--- src/logic/rbm_defines.svh ---
/*
 * Constants for the retentive bit memory: width, reset values, strap defaults.
 * Assumes it is included by its bare name from the logic/ folder.
 */
`ifndef RBM_DEFINES_SVH
`define RBM_DEFINES_SVH

// ****************************************************************
// Widths, reset values and strap defaults
// ****************************************************************
`define RBM_NUM_BITS     8
`define RBM_DATA_RST     8'h00
`define RBM_PREV_RST     1'b1
`define RBM_LEGACY_ERASE 1'b1

`endif

--- src/logic/rbm_pkg.sv ---
/*
 * Types shared by the retentive bit memory files.
 * Assumes nothing of its surroundings.
 */
`default_nettype none

package rbm_pkg;

    // ****************************************************************
    // Controller phase as seen by the block
    // ****************************************************************
    typedef enum logic [1:0]
    {
        ST_LOAD,
        ST_STOP,
        ST_RUN
    } rbm_state_t;

endpackage : rbm_pkg

`default_nettype wire

--- src/logic/rbm_edge.sv ---
/*
 * Rising edge detector sampled once per logic execution cycle.
 * Assumes level_i comes from logic on the same clock; rearm_i forces the
 * previous sample high so a level already high gives no edge.
 */
`include "rbm_defines.svh"
`timescale 1ns/1ns
`default_nettype none

module rbm_edge
#(
    parameter int W = 2
)
(
    input  wire logic         clk_i,
    input  wire logic         rst_i,
    input  wire logic         ce_i,
    input  wire logic         tick_i,
    input  wire logic         rearm_i,
    input  wire logic [W-1:0] level_i,
    output logic      [W-1:0] rise_o
);

    logic [W-1:0] prev_reg;
    logic [W-1:0] prev_next;

    // ****************************************************************
    // Previous sample and edge
    // ****************************************************************

    // Rearm wins so power-up and restart never see a phantom edge
    always_comb
    begin
        prev_next = prev_reg;
        if (rearm_i)
            prev_next = {W{`RBM_PREV_RST}};
        else if (tick_i)
            prev_next = level_i;
    end

    // Registered copy of the last tick's sample
    always_ff @(posedge clk_i or posedge rst_i)
    begin
        if (rst_i)
            prev_reg <= {W{`RBM_PREV_RST}};
        else if (ce_i)
            prev_reg <= prev_next;
    end

    // Edge is only meaningful on a tick, the caller gates it
    assign rise_o = level_i & ~prev_reg;

endmodule : rbm_edge

`default_nettype wire

--- src/logic/rbm_top.sv ---
/*
 * Retentive bit memory: latches input bits on a store edge, mirrors them to
 * a non-volatile store, reloads them after power-up.
 * Assumes the non-volatile store keeps NV_RDATA_I across power loss and
 * raises NV_RVALID_I once after reset; RST_I is the power-on reset.
 */
`include "rbm_defines.svh"
`timescale 1ns/1ns
`default_nettype none

module rbm_top
#(
    parameter int   NUM_BITS     = `RBM_NUM_BITS,
    parameter logic LEGACY_ERASE = `RBM_LEGACY_ERASE
)
(
    input  wire logic                CLOCK_I,
    input  wire logic                RST_I,
    input  wire logic                CE_I,
    input  wire logic                LOGIC_TICK_I,
    input  wire logic                RUN_I,
    input  wire logic                STORE_I,
    input  wire logic                CLEAR_I,
    input  wire logic [NUM_BITS-1:0] DATA_I,
    input  wire logic [NUM_BITS-1:0] NV_RDATA_I,
    input  wire logic                NV_RVALID_I,
    input  wire logic                CARD_PRESENT_I,
    input  wire logic                PROJECT_LOAD_I,
    output logic      [NUM_BITS-1:0] DATA_O,
    output logic                     STATUS_O,
    output logic                     NV_WE_O,
    output logic      [NUM_BITS-1:0] NV_WDATA_O
);

    rbm_pkg::rbm_state_t     state_reg;
    rbm_pkg::rbm_state_t     state_next;
    logic [NUM_BITS-1:0]     data_reg;
    logic [NUM_BITS-1:0]     data_next;
    logic [NUM_BITS-1:0]     wdata_reg;
    logic [NUM_BITS-1:0]     wdata_next;
    logic                    we_reg;
    logic                    we_next;
    logic                    status_reg;
    logic                    status_next;
    logic                    armed_reg;
    logic                    armed_next;
    logic                    card_s1_reg;
    logic                    card_s2_reg;
    logic                    card_prev_reg;
    logic                    rearm;
    logic [1:0]              rise;
    logic                    store_rise;
    logic                    clear_rise;
    logic                    card_removed;
    logic                    legacy_evt;
    logic                    erase_req;

    // ****************************************************************
    // Card pin synchroniser
    // ****************************************************************

    // Pin is asynchronous; only the second stage and its copy are read
    always_ff @(posedge CLOCK_I or posedge RST_I)
    begin
        if (RST_I)
        begin
            card_s1_reg   <= 1'b1;
            card_s2_reg   <= 1'b1;
            card_prev_reg <= 1'b1;
        end
        else if (CE_I)
        begin
            card_s1_reg   <= CARD_PRESENT_I;
            card_s2_reg   <= card_s1_reg;
            card_prev_reg <= card_s2_reg;
        end
    end

    // Removal while powered, or a new project, wipes the memory
    assign card_removed = card_prev_reg & ~card_s2_reg;
    assign legacy_evt   = LEGACY_ERASE & (card_removed | PROJECT_LOAD_I);

    // ****************************************************************
    // Strobe edges
    // ****************************************************************

    // Rearm during load and on stop-to-run so a held strobe is no edge
    assign rearm = (state_reg == rbm_pkg::ST_LOAD) |
                   ((state_reg == rbm_pkg::ST_STOP) & RUN_I);

    rbm_edge #(
        .W       (2)
    ) u_edge (
        .clk_i   (CLOCK_I),
        .rst_i   (RST_I),
        .ce_i    (CE_I),
        .tick_i  (LOGIC_TICK_I),
        .rearm_i (rearm),
        .level_i ({CLEAR_I, STORE_I}),
        .rise_o  (rise)
    );

    // Edges count only in the running phase on a logic tick
    assign store_rise = rise[0] & LOGIC_TICK_I & (state_reg == rbm_pkg::ST_RUN);
    assign clear_rise = rise[1] & LOGIC_TICK_I & (state_reg == rbm_pkg::ST_RUN);

    // Clear level acts only with store high and an armed clear
    assign erase_req = LOGIC_TICK_I & (state_reg == rbm_pkg::ST_RUN) &
                       STORE_I & CLEAR_I & (armed_reg | clear_rise);

    // ****************************************************************
    // Memory and phase control
    // ****************************************************************

    // Next values; legacy erase beats clear, clear beats store
    always_comb
    begin
        state_next = state_reg;
        data_next  = data_reg;
        wdata_next = wdata_reg;
        we_next    = 1'b0;
        armed_next = armed_reg;
        case (state_reg)
            rbm_pkg::ST_LOAD:
            begin
                armed_next = 1'b0;
                if (NV_RVALID_I)
                begin
                    data_next  = NV_RDATA_I;
                    state_next = RUN_I ? rbm_pkg::ST_RUN : rbm_pkg::ST_STOP;
                end
            end
            rbm_pkg::ST_STOP:
            begin
                armed_next = 1'b0;
                if (RUN_I)
                    state_next = rbm_pkg::ST_RUN;
            end
            rbm_pkg::ST_RUN:
            begin
                if (!RUN_I)
                    state_next = rbm_pkg::ST_STOP;
                if (LOGIC_TICK_I)
                begin
                    if (!CLEAR_I)
                        armed_next = 1'b0;
                    else if (clear_rise)
                        armed_next = 1'b1;
                end
                if (erase_req)
                begin
                    data_next  = {NUM_BITS{1'b0}};
                    wdata_next = {NUM_BITS{1'b0}};
                    we_next    = 1'b1;
                end
                else if (store_rise)
                begin
                    data_next  = DATA_I;
                    wdata_next = DATA_I;
                    we_next    = 1'b1;
                end
                // Strobe low or held high: nothing new is taken
            end
            default:
            begin
                state_next = rbm_pkg::ST_LOAD;
            end
        endcase
        if (legacy_evt && (state_reg != rbm_pkg::ST_LOAD))
        begin
            data_next  = {NUM_BITS{1'b0}};
            wdata_next = {NUM_BITS{1'b0}};
            we_next    = 1'b1;
        end
        status_next = (state_next == rbm_pkg::ST_RUN);
    end

    // Registers only; CE_I freezes everything
    always_ff @(posedge CLOCK_I or posedge RST_I)
    begin
        if (RST_I)
        begin
            state_reg  <= rbm_pkg::ST_LOAD;
            data_reg   <= `RBM_DATA_RST;
            wdata_reg  <= `RBM_DATA_RST;
            we_reg     <= 1'b0;
            status_reg <= 1'b0;
            armed_reg  <= 1'b0;
        end
        else if (CE_I)
        begin
            state_reg  <= state_next;
            data_reg   <= data_next;
            wdata_reg  <= wdata_next;
            we_reg     <= we_next;
            status_reg <= status_next;
            armed_reg  <= armed_next;
        end
    end

    assign DATA_O     = data_reg;
    assign NV_WDATA_O = wdata_reg;
    assign NV_WE_O    = we_reg;
    assign STATUS_O   = status_reg;

    // ****************************************************************
    // Checks
    // ****************************************************************

    store_write_a: assert property (
        @(posedge CLOCK_I) disable iff (RST_I)
        (CE_I && store_rise && !erase_req && !legacy_evt)
        |=> (DATA_O == $past(DATA_I)) && NV_WE_O && (NV_WDATA_O == $past(DATA_I)))
        else $error("store edge did not latch inputs");

    hold_low_a: assert property (
        @(posedge CLOCK_I) disable iff (RST_I)
        (state_reg == rbm_pkg::ST_RUN && !STORE_I && !legacy_evt)
        |=> $stable(DATA_O) && !NV_WE_O)
        else $error("data changed with store strobe low");

    hold_high_a: assert property (
        @(posedge CLOCK_I) disable iff (RST_I)
        (state_reg == rbm_pkg::ST_RUN && STORE_I && !store_rise && !CLEAR_I && !legacy_evt)
        |=> $stable(DATA_O))
        else $error("data changed while strobe held high");

    status_run_a: assert property (
        @(posedge CLOCK_I) disable iff (RST_I)
        (state_reg == rbm_pkg::ST_RUN) == STATUS_O)
        else $error("status does not match running phase");

    load_nv_a: assert property (
        @(posedge CLOCK_I) disable iff (RST_I)
        (CE_I && state_reg == rbm_pkg::ST_LOAD && NV_RVALID_I)
        |=> (DATA_O == $past(NV_RDATA_I)) && !NV_WE_O)
        else $error("stored bits not reloaded after power-up");

    no_phantom_a: assert property (
        @(posedge CLOCK_I) disable iff (RST_I)
        (CE_I && rearm) |=> (rise == 2'b00))
        else $error("held strobe gave an edge after rearm");

    clear_erase_a: assert property (
        @(posedge CLOCK_I) disable iff (RST_I)
        (CE_I && erase_req) |=> (DATA_O == '0) && NV_WE_O && (NV_WDATA_O == '0))
        else $error("clear with store high did not erase");

    clear_gate_a: assert property (
        @(posedge CLOCK_I) disable iff (RST_I)
        (CE_I && state_reg != rbm_pkg::ST_LOAD && CLEAR_I && !armed_reg && !clear_rise &&
         !legacy_evt && !store_rise)
        |=> $stable(DATA_O))
        else $error("unarmed clear erased the memory");

    legacy_erase_a: assert property (
        @(posedge CLOCK_I) disable iff (RST_I)
        (CE_I && legacy_evt && state_reg != rbm_pkg::ST_LOAD)
        |=> (DATA_O == '0) && NV_WE_O)
        else $error("card pull or project load did not erase");

    tick_only_a: assert property (
        @(posedge CLOCK_I) disable iff (RST_I)
        (state_reg == rbm_pkg::ST_RUN && !LOGIC_TICK_I && !legacy_evt)
        |=> $stable(DATA_O))
        else $error("data changed outside a logic tick");

endmodule : rbm_top

`default_nettype wire

--- config.mk ---
export PLATFORM = sky130hd
export DESIGN_NAME = rbm_top
export DESIGN_NICKNAME = d
export VERILOG_FILES = /design/src/logic/rbm_pkg.sv /design/src/logic/rbm_edge.sv /design/src/logic/rbm_top.sv
export VERILOG_INCLUDE_DIRS = /design/src /design/src/logic
export SDC_FILE = /design/constraint.sdc
export NUM_CORES = 1
export LEC_CHECK = 0
export ABC_AREA = 0
export BUFFER_PORTS_ARGS = -buffer_cell sky130_fd_sc_hd__clkbuf_2
export CAP_MARGIN = 20
export CORE_UTILIZATION = 40
export DETAILED_ROUTE_END_ITERATION = 7
export GPL_ROUTABILITY_DRIVEN = 0
export GPL_TIMING_DRIVEN = 0
export PLACE_DENSITY = 0.75
export SYNTH_ARGS = -nofsm -noshare
export SYNTH_HDL_FRONTEND = slang
export SYNTH_SLANG_ARGS = --single-unit
--- constraint.sdc ---
create_clock -name CLOCK_I -period 2.29 [get_ports CLOCK_I]
set_clock_uncertainty 0.2 [all_clocks]
set_input_delay 0.1145 -clock CLOCK_I [delete_from_list [all_inputs] [get_ports CLOCK_I]]
set_output_delay 0.1145 -clock CLOCK_I [all_outputs]
set_load 0.005 [all_outputs]
==> flow_summary.json, run 1 <==
{
  "die_height_um": 60.1,
  "synth_seq_area_share_pct": 48.7,
  "start_util_pct": 43.1,
  "synth_top_area_share_pct": 39.0,
  "cpPeakStageDelay_ns": 0.57,
  "drt-vias-per-instance": 4.80,
  "finalHoldViolations": 0,
  "setup_tns_ns": 0,
  "dpl_cell_area_um2": 1620,
  "final_design_area_no_fill_um2": 1890,
  "cts_buffer_depth": 2,
  "tightest_slew_ns": 0.942,
  "avgSynthCellArea_um2": 11.1,
  "postSynth.asyncResetShare_pct": 100,
  "timing.critical_path.max_delay_family": "compound AO/OA/AOI/OAI gates",
  "cts_made_buffers": 3,
  "netlist_instances": 122,
  "clock-sinks": 26,
  "slew_viol_final": 0,
  "synth_flop_cell": "dfrtp_1",
  "p_leak_nw": 0.946,
  "start_kind": "flip-flop",
  "path_buf_inv": 1,
  "ir_worst_vdd_mv": 0.304,
  "yosys.cell_types.count": 33,
  "final_nets": 220,
  "timing.reg2reg.setup_slack_ns": 0.25,
  "grt_setup_unrepaired": "false",
  "timing.max_cap.violations": 0,
  "wire_length_of_the_first_global_routing_pass_um": 5310,
  "routedWlPerCell_um": 14.3,
  "worstSetupPathDepth": 5,
  "dr_total_vias": 1138,
  "diodes_inserted": 0,
  "critical_register_to_register_path_startpoint": "card_prev_reg",
  "worstPathMaxFanout": 8,
  "rr_worst_depth": 5,
  "io_pins": 44,
  "synth-edff-count": 0,
  "mappedNetlistNets": 148,
  "antenna_nets_post_route": 0,
  "achievable-frequency_mhz": 491,
  "fp.dieW_um": 60.1,
  "htree_num_levels": 1,
  "post-synth-top-area-cell": "dfrtp_1",
  "global_route.usage.total_pct": 20.8,
  "synth_top_cells_by_count": "dfrtp_1 (21), nand2_1 (14), inv_1 (13)",
  "cts-resized-gates": 0,
  "number_of_global_route_vias_before_repair": 1149,
  "finalWorstPathRequiredPeriod_ns": 2.04,
  "data_arrival_time_of_the_worst_path_ns": 2.06,
  "criticalPathCategory": "reg -> reg",
  "cts_root_buffer": "clkbuf_4",
  "port_buffers": 43,
  "detail_route.drc_violations": 0,
  "critPathCaptureType": "flip-flop",
  "crit_path_capture": "DATA_O[3]",
  "crit-reg2reg-capture": "DATA_O[3]",
  "syn2layout_area_growth_pct": 39.8,
  "setup_viol_count_final": 0,
  "crit_required_ns": 2.31,
  "drtPass1Iterations": 4,
  "critPathSlowestCell": "dfstp_2",
  "syn-cell-area_um2": 1350,
  "cts_tree": "yes",
  "hold_start": "LOGIC_TICK_I",
  "share_of_layout_cells_above_drive_strength_1_pct": 35.2,
  "hp-class": "in -> reg",
  "detail_route.wirelength_um": 3380,
  "yosys_warnings": 0,
  "place.detailed.hpwl_um": 2240,
  "postSynthRegisterBits": 26,
  "slew_limit_headroom_pct": 37.1,
  "status": "completed",
  "floorplan.die_area_um2": 3610,
  "synth_most_common_cell": "dfrtp_1",
  "drc_marker_count_from_the_first_detailed_route_iteration": 38,
  "dominant_cells_by_area_after_synthesis": "dfrtp_1 (39%), dfstp_2 (9.7%), mux2_4 (8.9%), mux2i_1 (5.9%), a22o_1 (5.2%)",
  "crit_chain": "inv_1, o211ai_1, o21ai_1, a22o_1, mux2_4",
  "cellPowerDensity_nw_per_um2": 731,
  "clkSlewWorstSetupHoldPaths_ns": 0.13,
  "fillers": 258,
  "globalRouteOverflowTotal": 0,
  "largest_net_degree_at_the_start_of_global_routing": 27,
  "antenna_found_initial": 0,
  "period_share_pct": 89.0,
  "core.rowCount": 20,
  "worstSetupStartpoint": "card_prev_reg",
  "coreArea_um2": 3130,
  "clock_latency_ns": 0.32
}
## cell type report
type,instances,area [um^2],share of cell area [%]
sequential,26,657,34.8
multi-input combinational,78,619,32.8
timing repair buffer,67,455,24.2
tap,44,55.1,2.92
inverter,14,52.6,2.79
clock buffer,4,26.3,1.39
buffer,4,20.0,1.06
## kinds of logic after synthesis
| kind of cell | share of synthesized area, % |
|---|---|
| multiplexers | 15.7 |
| AO/OA/AOI/OAI | 17.3 |
| buffers and inverters | 5.38 |
| AND/OR/NAND/NOR | 12.9 |
| flip-flops | 48.7 |
## stage by stage
step / hold WS, ns / util [%] / worst slack (ns) / instances / power [W]
floorplan: -0.0492 / - / 0.437 / 122 / 0.000955
global placement: 0.136 / 51.8 / 0.326 / 209 / 0.00113
detailed placement: 0.145 / 51.8 / 0.293 / 209 / 0.00115
CTS: 0.00818 / 60.3 / 0.273 / 237 / 0.00138
global route: 0.0137 / 60.3 / 0.158 / 237 / 0.00147
finish: 0.0121 / 60.3 / 0.252 / 237 / 0.00138
## worst min path at each step
stage          cells after the start          end  slack (ns)
5_1_grt                            4    armed_reg        0.01
6_report                           4    armed_reg        0.01
3_3_place_gp                       2  card_s1_reg        0.14
2_1_floorplan                      1    DATA_O[0]       -0.05
4_1_cts                            4    armed_reg       0.008
3_5_place_dp                       2  card_s1_reg        0.15
## worst register-to-register path, stage by stage, from the launching register on
cell	delay (ns)
dfstp_2	0.57
inv_1	0.05
o211ai_1	0.31
o21ai_1	0.29
a22o_1	0.26
mux2_4	0.26
## cell usage in the layout (no fill, tap or decap), types with 2 or more instances in the layout
master          n
mux2i_1         8
o21bai_1        2
clkbuf_2       43
a21oi_1         4
mux2_4          8
clkbuf_1        3
nand2_1        14
inv_1          13
clkbuf_4        3
dfrtp_1        21
o22a_1          4
dfstp_2         5
a22o_1          8
dlygate4sd3_1  24
nor2_1          7
nand2b_1        2
o21ai_1         5
## timing repair
action | CTS | global route
buffers inserted | 0 | 0
hold buffers | 24 | 0
endpoints found under the hold margin | 45 | 0
## power by group
part | leakage (nW) | internal [W] | total (W) | switching [W]
sequential | 0.319 | 0.000587 | 0.000662 | 0.0000745
clock | 0.0150 | 0.0000683 | 0.000201 | 0.000132
combinational | 0.612 | 0.000283 | 0.000516 | 0.000233
total | 0.946 | 0.000938 | 0.00138 | 0.000440
## metal layers
| metal | track usage [%] | routed length, um | vias up |
|---|---|---|---|
| li1 | - | - | 565 |
| met1 | 24.7 | 1390 | 537 |
| met2 | 34.6 | 1780 | 24 |
| met3 | 4.76 | 93 | 12 |
| met4 | 11.3 | 118 | 0 |
| met5 | 0 | 0 | - |
No activity file was read; power rests on OpenSTA's default activity.
==> inputs of run 2 (changes only) <==
Settings changed: RECOVER_POWER from default to 25.
==> run 2 against run 1 <==
Flip-flop and latch count unchanged. Utilization shrank 0.32 points. Total power decreased by 0.92%. Largest power group unchanged. Highest routed layer unchanged.
==> flow_summary.json, run 2 (synthesized netlist as in run 1, its figures left out) <==
{
  "share_of_layout_cells_above_drive_strength_1_pct": 31.1,
  "dr_total_vias": 1137,
  "clock_latency_ns": 0.32,
  "port_buffers": 43,
  "slew_limit_headroom_pct": 37.0,
  "total_power_w": 0.00137,
  "die_height_um": 60.1,
  "io_pins": 44,
  "place.detailed.hpwl_um": 2240,
  "post-place-cells": 209,
  "global_route.usage.total_pct": 20.8,
  "setup_viol_count_final": 0,
  "start_util_pct": 43.1,
  "drc_marker_count_from_the_first_detailed_route_iteration": 33,
  "achievable-frequency_mhz": 490,
  "critPathCaptureType": "flip-flop",
  "fillers": 261,
  "worstPathMaxFanout": 8,
  "slew_viol_final": 0,
  "clkSlewWorstSetupHoldPaths_ns": 0.13,
  "largest_net_degree_at_the_start_of_global_routing": 27,
  "finalWorstPathRequiredPeriod_ns": 2.04,
  "clock-sinks": 26,
  "cellPowerDensity_nw_per_um2": 728,
  "drtPass1Iterations": 4,
  "detail_route.wirelength_um": 3390,
  "wire_length_of_the_first_global_routing_pass_um": 5310,
  "coreArea_um2": 3130,
  "layout_commonest_cell": "clkbuf_2",
  "cts_made_buffers": 3,
  "final_nets": 220,
  "criticalPathCategory": "reg -> reg",
  "ir_worst_vdd_mv": 0.304,
  "cts-resized-gates": 0,
  "grt_setup_unrepaired": "false",
  "routedWlPerCell_um": 14.3,
  "tightest_slew_ns": 0.943,
  "layout_common_cells": "clkbuf_2 (35), dlygate4sd3_1 (24), dfrtp_1 (21)",
  "detail_route.drc_violations": 0,
  "syn2layout_area_growth_pct": 39.1,
  "antenna_nets_post_route": 0,
  "crit_required_ns": 2.31,
  "timing.max_cap.violations": 0,
  "status": "completed",
  "cts_tree": "yes",
  "hp-class": "in -> reg",
  "cts_root_buffer": "clkbuf_4",
  "globalRouteOverflowTotal": 0,
  "number_of_global_route_vias_before_repair": 1149,
  "core.rowCount": 20,
  "timing.hold.ws_ns": 0.0121,
  "finalHoldViolations": 0,
  "floorplan.die_area_um2": 3610,
  "cts_buffer_depth": 2,
  "fp.dieW_um": 60.1,
  "postCtsHoldBufs": 24,
  "period_share_pct": 89.1,
  "cell_count_final_fillers_out": 237,
  "diodes_inserted": 0,
  "htree_num_levels": 1,
  "antenna_found_initial": 0,
  "p_leak_nw": 0.921,
  "data_arrival_time_of_the_worst_path_ns": 2.06,
  "post-cts-setup-buffer-count": 0,
  "drt-vias-per-instance": 4.80,
  "setup_tns_ns": 0,
  "start_kind": "flip-flop"
}
==> run 2: critical path, cell delays in order (launching register included) <==
cell and delay, ns:
dfstp_2 0.57, inv_1 0.05, o211ai_1 0.31, o21ai_1 0.29, a22o_1 0.26, mux2_4 0.26
==> run 2: path summary, 6_finish.rpt <==
check,end,cells past startpoint,slack [ns],startpoint
setup / recovery,DATA_O[3],5,0.25,card_prev_reg
hold reg to reg,card_s2_reg,2,0.29,card_s1_reg
hold / removal,armed_reg,4,0.01,LOGIC_TICK_I
max in group asynchronous,DATA_O[5],3,1.01,RST_I
setup reg to reg,DATA_O[3],5,0.25,card_prev_reg
min in group asynchronous,NV_WDATA_O[7],3,0.31,RST_I
==> run 2: area by class of cell <==
cell class                 instances  area [um^2]  area share, %
clock buffer                       4         26.3           1.40
tap                               44         55.1           2.94
inverter                          14         52.6           2.80
sequential                        26          657           35.0
timing repair buffer              67          445           23.7
buffer                             4         20.0           1.07
multi-input combinational         78          619           33.0
==> run 2: power breakdown <==
group | switching (W) | total [W] | internal [W]
sequential | 0.0000744 | 0.000662 | 0.000587
clock | 0.000131 | 0.000200 | 0.0000683
combinational | 0.000233 | 0.000504 | 0.000271
total | 0.000439 | 0.00137 | 0.000926
==> run 2: per-stage QoR <==
step | util [%] | setup slack (ns) | cell area (um^2)
floorplan | - | 0.437 | 1350
global placement | 51.8 | 0.326 | 1620
detailed placement | 51.8 | 0.293 | 1620
CTS | 60.3 | 0.273 | 1890
global route | 60.0 | 0.158 | 1880
finish | 60.0 | 0.250 | 1880
==> run 2: per-layer routing <==
layer / routed length (um) / part of all wire, % / GRT usage, %
met1: 1400 / 41 / 24.7
met2: 1780 / 52 / 34.6
met3: 96 / 2.8 / 4.76
met4: 118 / 3.5 / 11.3
met5: 0 / 0 / 0
==> inputs of run 3 (changes only) <==
Settings changed: BUFFER_PORTS_ARGS -buffer_cell sky130_fd_sc_hd__clkbuf_2 to -buffer_cell sky130_fd_sc_hd__buf_2.
==> run 3 against run 2 <==
Utilization is 0.88 points higher. Highest routed layer unchanged. Non-clock buffer count stayed put. Clock-buffer cell count is 1 lower.
==> flow_summary.json, run 3 (synthesized netlist as in run 1, its figures left out) <==
{
  "status": "completed",
  "layout_commonest_cell": "buf_2",
  "io_pins": 44,
  "cts_buffer_depth": 2,
  "syn2layout_area_growth_pct": 41.1,
  "cts_tree": "yes",
  "multi_input_area_um2": 619,
  "slew_limit_headroom_pct": 35.3,
  "post-cts-setup-buffer-count": 0,
  "wire_length_of_the_first_global_routing_pass_um": 5200,
  "register_area_um2": 657,
  "place.detailed.hpwl_um": 2330,
  "grt_setup_unrepaired": "false",
  "hold_start": "PROJECT_LOAD_I",
  "fillers": 260,
  "detail_route.wirelength_um": 3310,
  "start_kind": "flip-flop",
  "worstHoldPathCells": 5,
  "data_arrival_time_of_the_worst_path_ns": 2.12,
  "port_buffers": 43,
  "sw_frac_of_total_pct": 30.4,
  "final_nets": 220,
  "cellPowerDensity_nw_per_um2": 781,
  "hold-path-endpoint": "NV_WDATA_O[6]",
  "htree_num_levels": 1,
  "drc_marker_count_from_the_first_detailed_route_iteration": 24,
  "core.rowCount": 20,
  "routedWlPerCell_um": 14.0,
  "ir_worst_vdd_mv": 0.366,
  "crit_required_ns": 2.32,
  "worstPathMaxFanout": 8,
  "dr_total_vias": 1133,
  "clkSlewWorstSetupHoldPaths_ns": 0.15,
  "critPathCaptureType": "flip-flop",
  "achievable-frequency_mhz": 479,
  "clockPowerShare_pct": 21.8,
  "drtPass1Iterations": 4,
  "p_switching_w": 0.000453,
  "largest_net_degree_at_the_start_of_global_routing": 27,
  "global_route.usage.total_pct": 19.5,
  "die_height_um": 60.1,
  "number_of_global_route_vias_before_repair": 1120,
  "cts-resized-gates": 0,
  "hp-class": "in -> reg",
  "rr_worst_depth": 5,
  "setup_viol_count_final": 0,
  "setup_tns_ns": 0,
  "slew_viol_final": 0,
  "antenna_nets_post_route": 0,
  "drt-vias-per-instance": 4.78,
  "finalWorstPathRequiredPeriod_ns": 2.09,
  "finalHoldViolations": 0,
  "globalRouteOverflowTotal": 0,
  "detail_route.drc_violations": 0,
  "tightest_slew_ns": 0.970,
  "fp.dieW_um": 60.1,
  "internal-power_w": 0.00103,
  "crit-reg2reg-capture": "DATA_O[1]",
  "cts_made_buffers": 3,
  "start_util_pct": 43.1,
  "seq_power_share_pct": 44.3,
  "coreArea_um2": 3130,
  "criticalPathCategory": "reg -> reg",
  "timing.max_cap.violations": 0,
  "floorplan.die_area_um2": 3610,
  "share_of_layout_cells_above_drive_strength_1_pct": 32.1,
  "period_share_pct": 91.1,
  "antenna_found_initial": 0,
  "p_leak_nw": 0.934,
  "p_comb_share_pct": 33.9,
  "clock_latency_ns": 0.32,
  "total_power_w": 0.00149,
  "critical_register_to_register_path_startpoint": "card_prev_reg",
  "timing.reg2reg.setup_slack_ns": 0.20,
  "cts_root_buffer": "clkbuf_4",
  "clock-sinks": 26,
  "layout_common_cells": "buf_2 (37), dlygate4sd3_1 (24), dfrtp_1 (21)",
  "diodes_inserted": 0
}
run 3: cell type report:
type	count	share of cell area, %
clock buffers	3	1.18
plain buffers	4	1.05
well taps	44	2.89
flip-flops and latches	26	34.5
multi-input cells	78	32.5
repair buffers	67	23.5
clock inverters	1	1.58
inverters	14	2.76
run 3: routing by layer:
metal | track usage [%] | share of wire (%) | vias up
met5 | 0 | 0 | -
li1 | - | - | 564
met2 | 34.6 | 53 | 17
met3 | 1.95 | 2.0 | 4
met1 | 24.7 | 44 | 548
met4 | 6.31 | 1.1 | 0
run 3: worst max-delay path, stage by stage (launching register included):
cell and delay [ns]:
dfstp_2 0.57, inv_1 0.05, o211ai_1 0.34, o21ai_1 0.30, a22o_1 0.27, mux2_4 0.27
run 3: worst max-delay path by stage:
stage / from / cells past startpoint / to / slack, ns
floorplan: card_prev_reg / 5 / DATA_O[0] / 0.44
global placement: card_prev_reg / 5 / DATA_O[3] / 0.33
detailed placement: card_prev_reg / 5 / DATA_O[0] / 0.27
CTS: card_prev_reg / 5 / DATA_O[0] / 0.23
global route: card_prev_reg / 5 / DATA_O[1] / 0.17
finish: card_prev_reg / 5 / DATA_O[1] / 0.20
run 3: stage by stage:
step                      utilization [%]  cells  setup slack, ns  area, um^2  hold slack (ns)
after global routing                 60.8    237            0.171        1900            0.251
final                                60.8    237            0.204        1900            0.229
after global placement               51.8    209            0.328        1620            0.136
after CTS                            61.1    237            0.232        1910            0.235
after floorplan                         -    122            0.437        1350          -0.0492
after detailed placement             51.8    209            0.274        1620            0.144
run 3: power groups by stage:
stage               combinational (W)  clock [W]  sequential [W]
detailed placement           0.000481          0        0.000666
global placement             0.000465          0        0.000657
floorplan                    0.000288          0        0.000667
global route                 0.000552   0.000346        0.000675
finish                       0.000505   0.000324        0.000658
CTS                          0.000516   0.000325        0.000656
run 3: what timing repair did:
item	CTS	global route
setup endpoints to repair	0	0
hold buffers	24	0
hold endpoints to repair	45	0
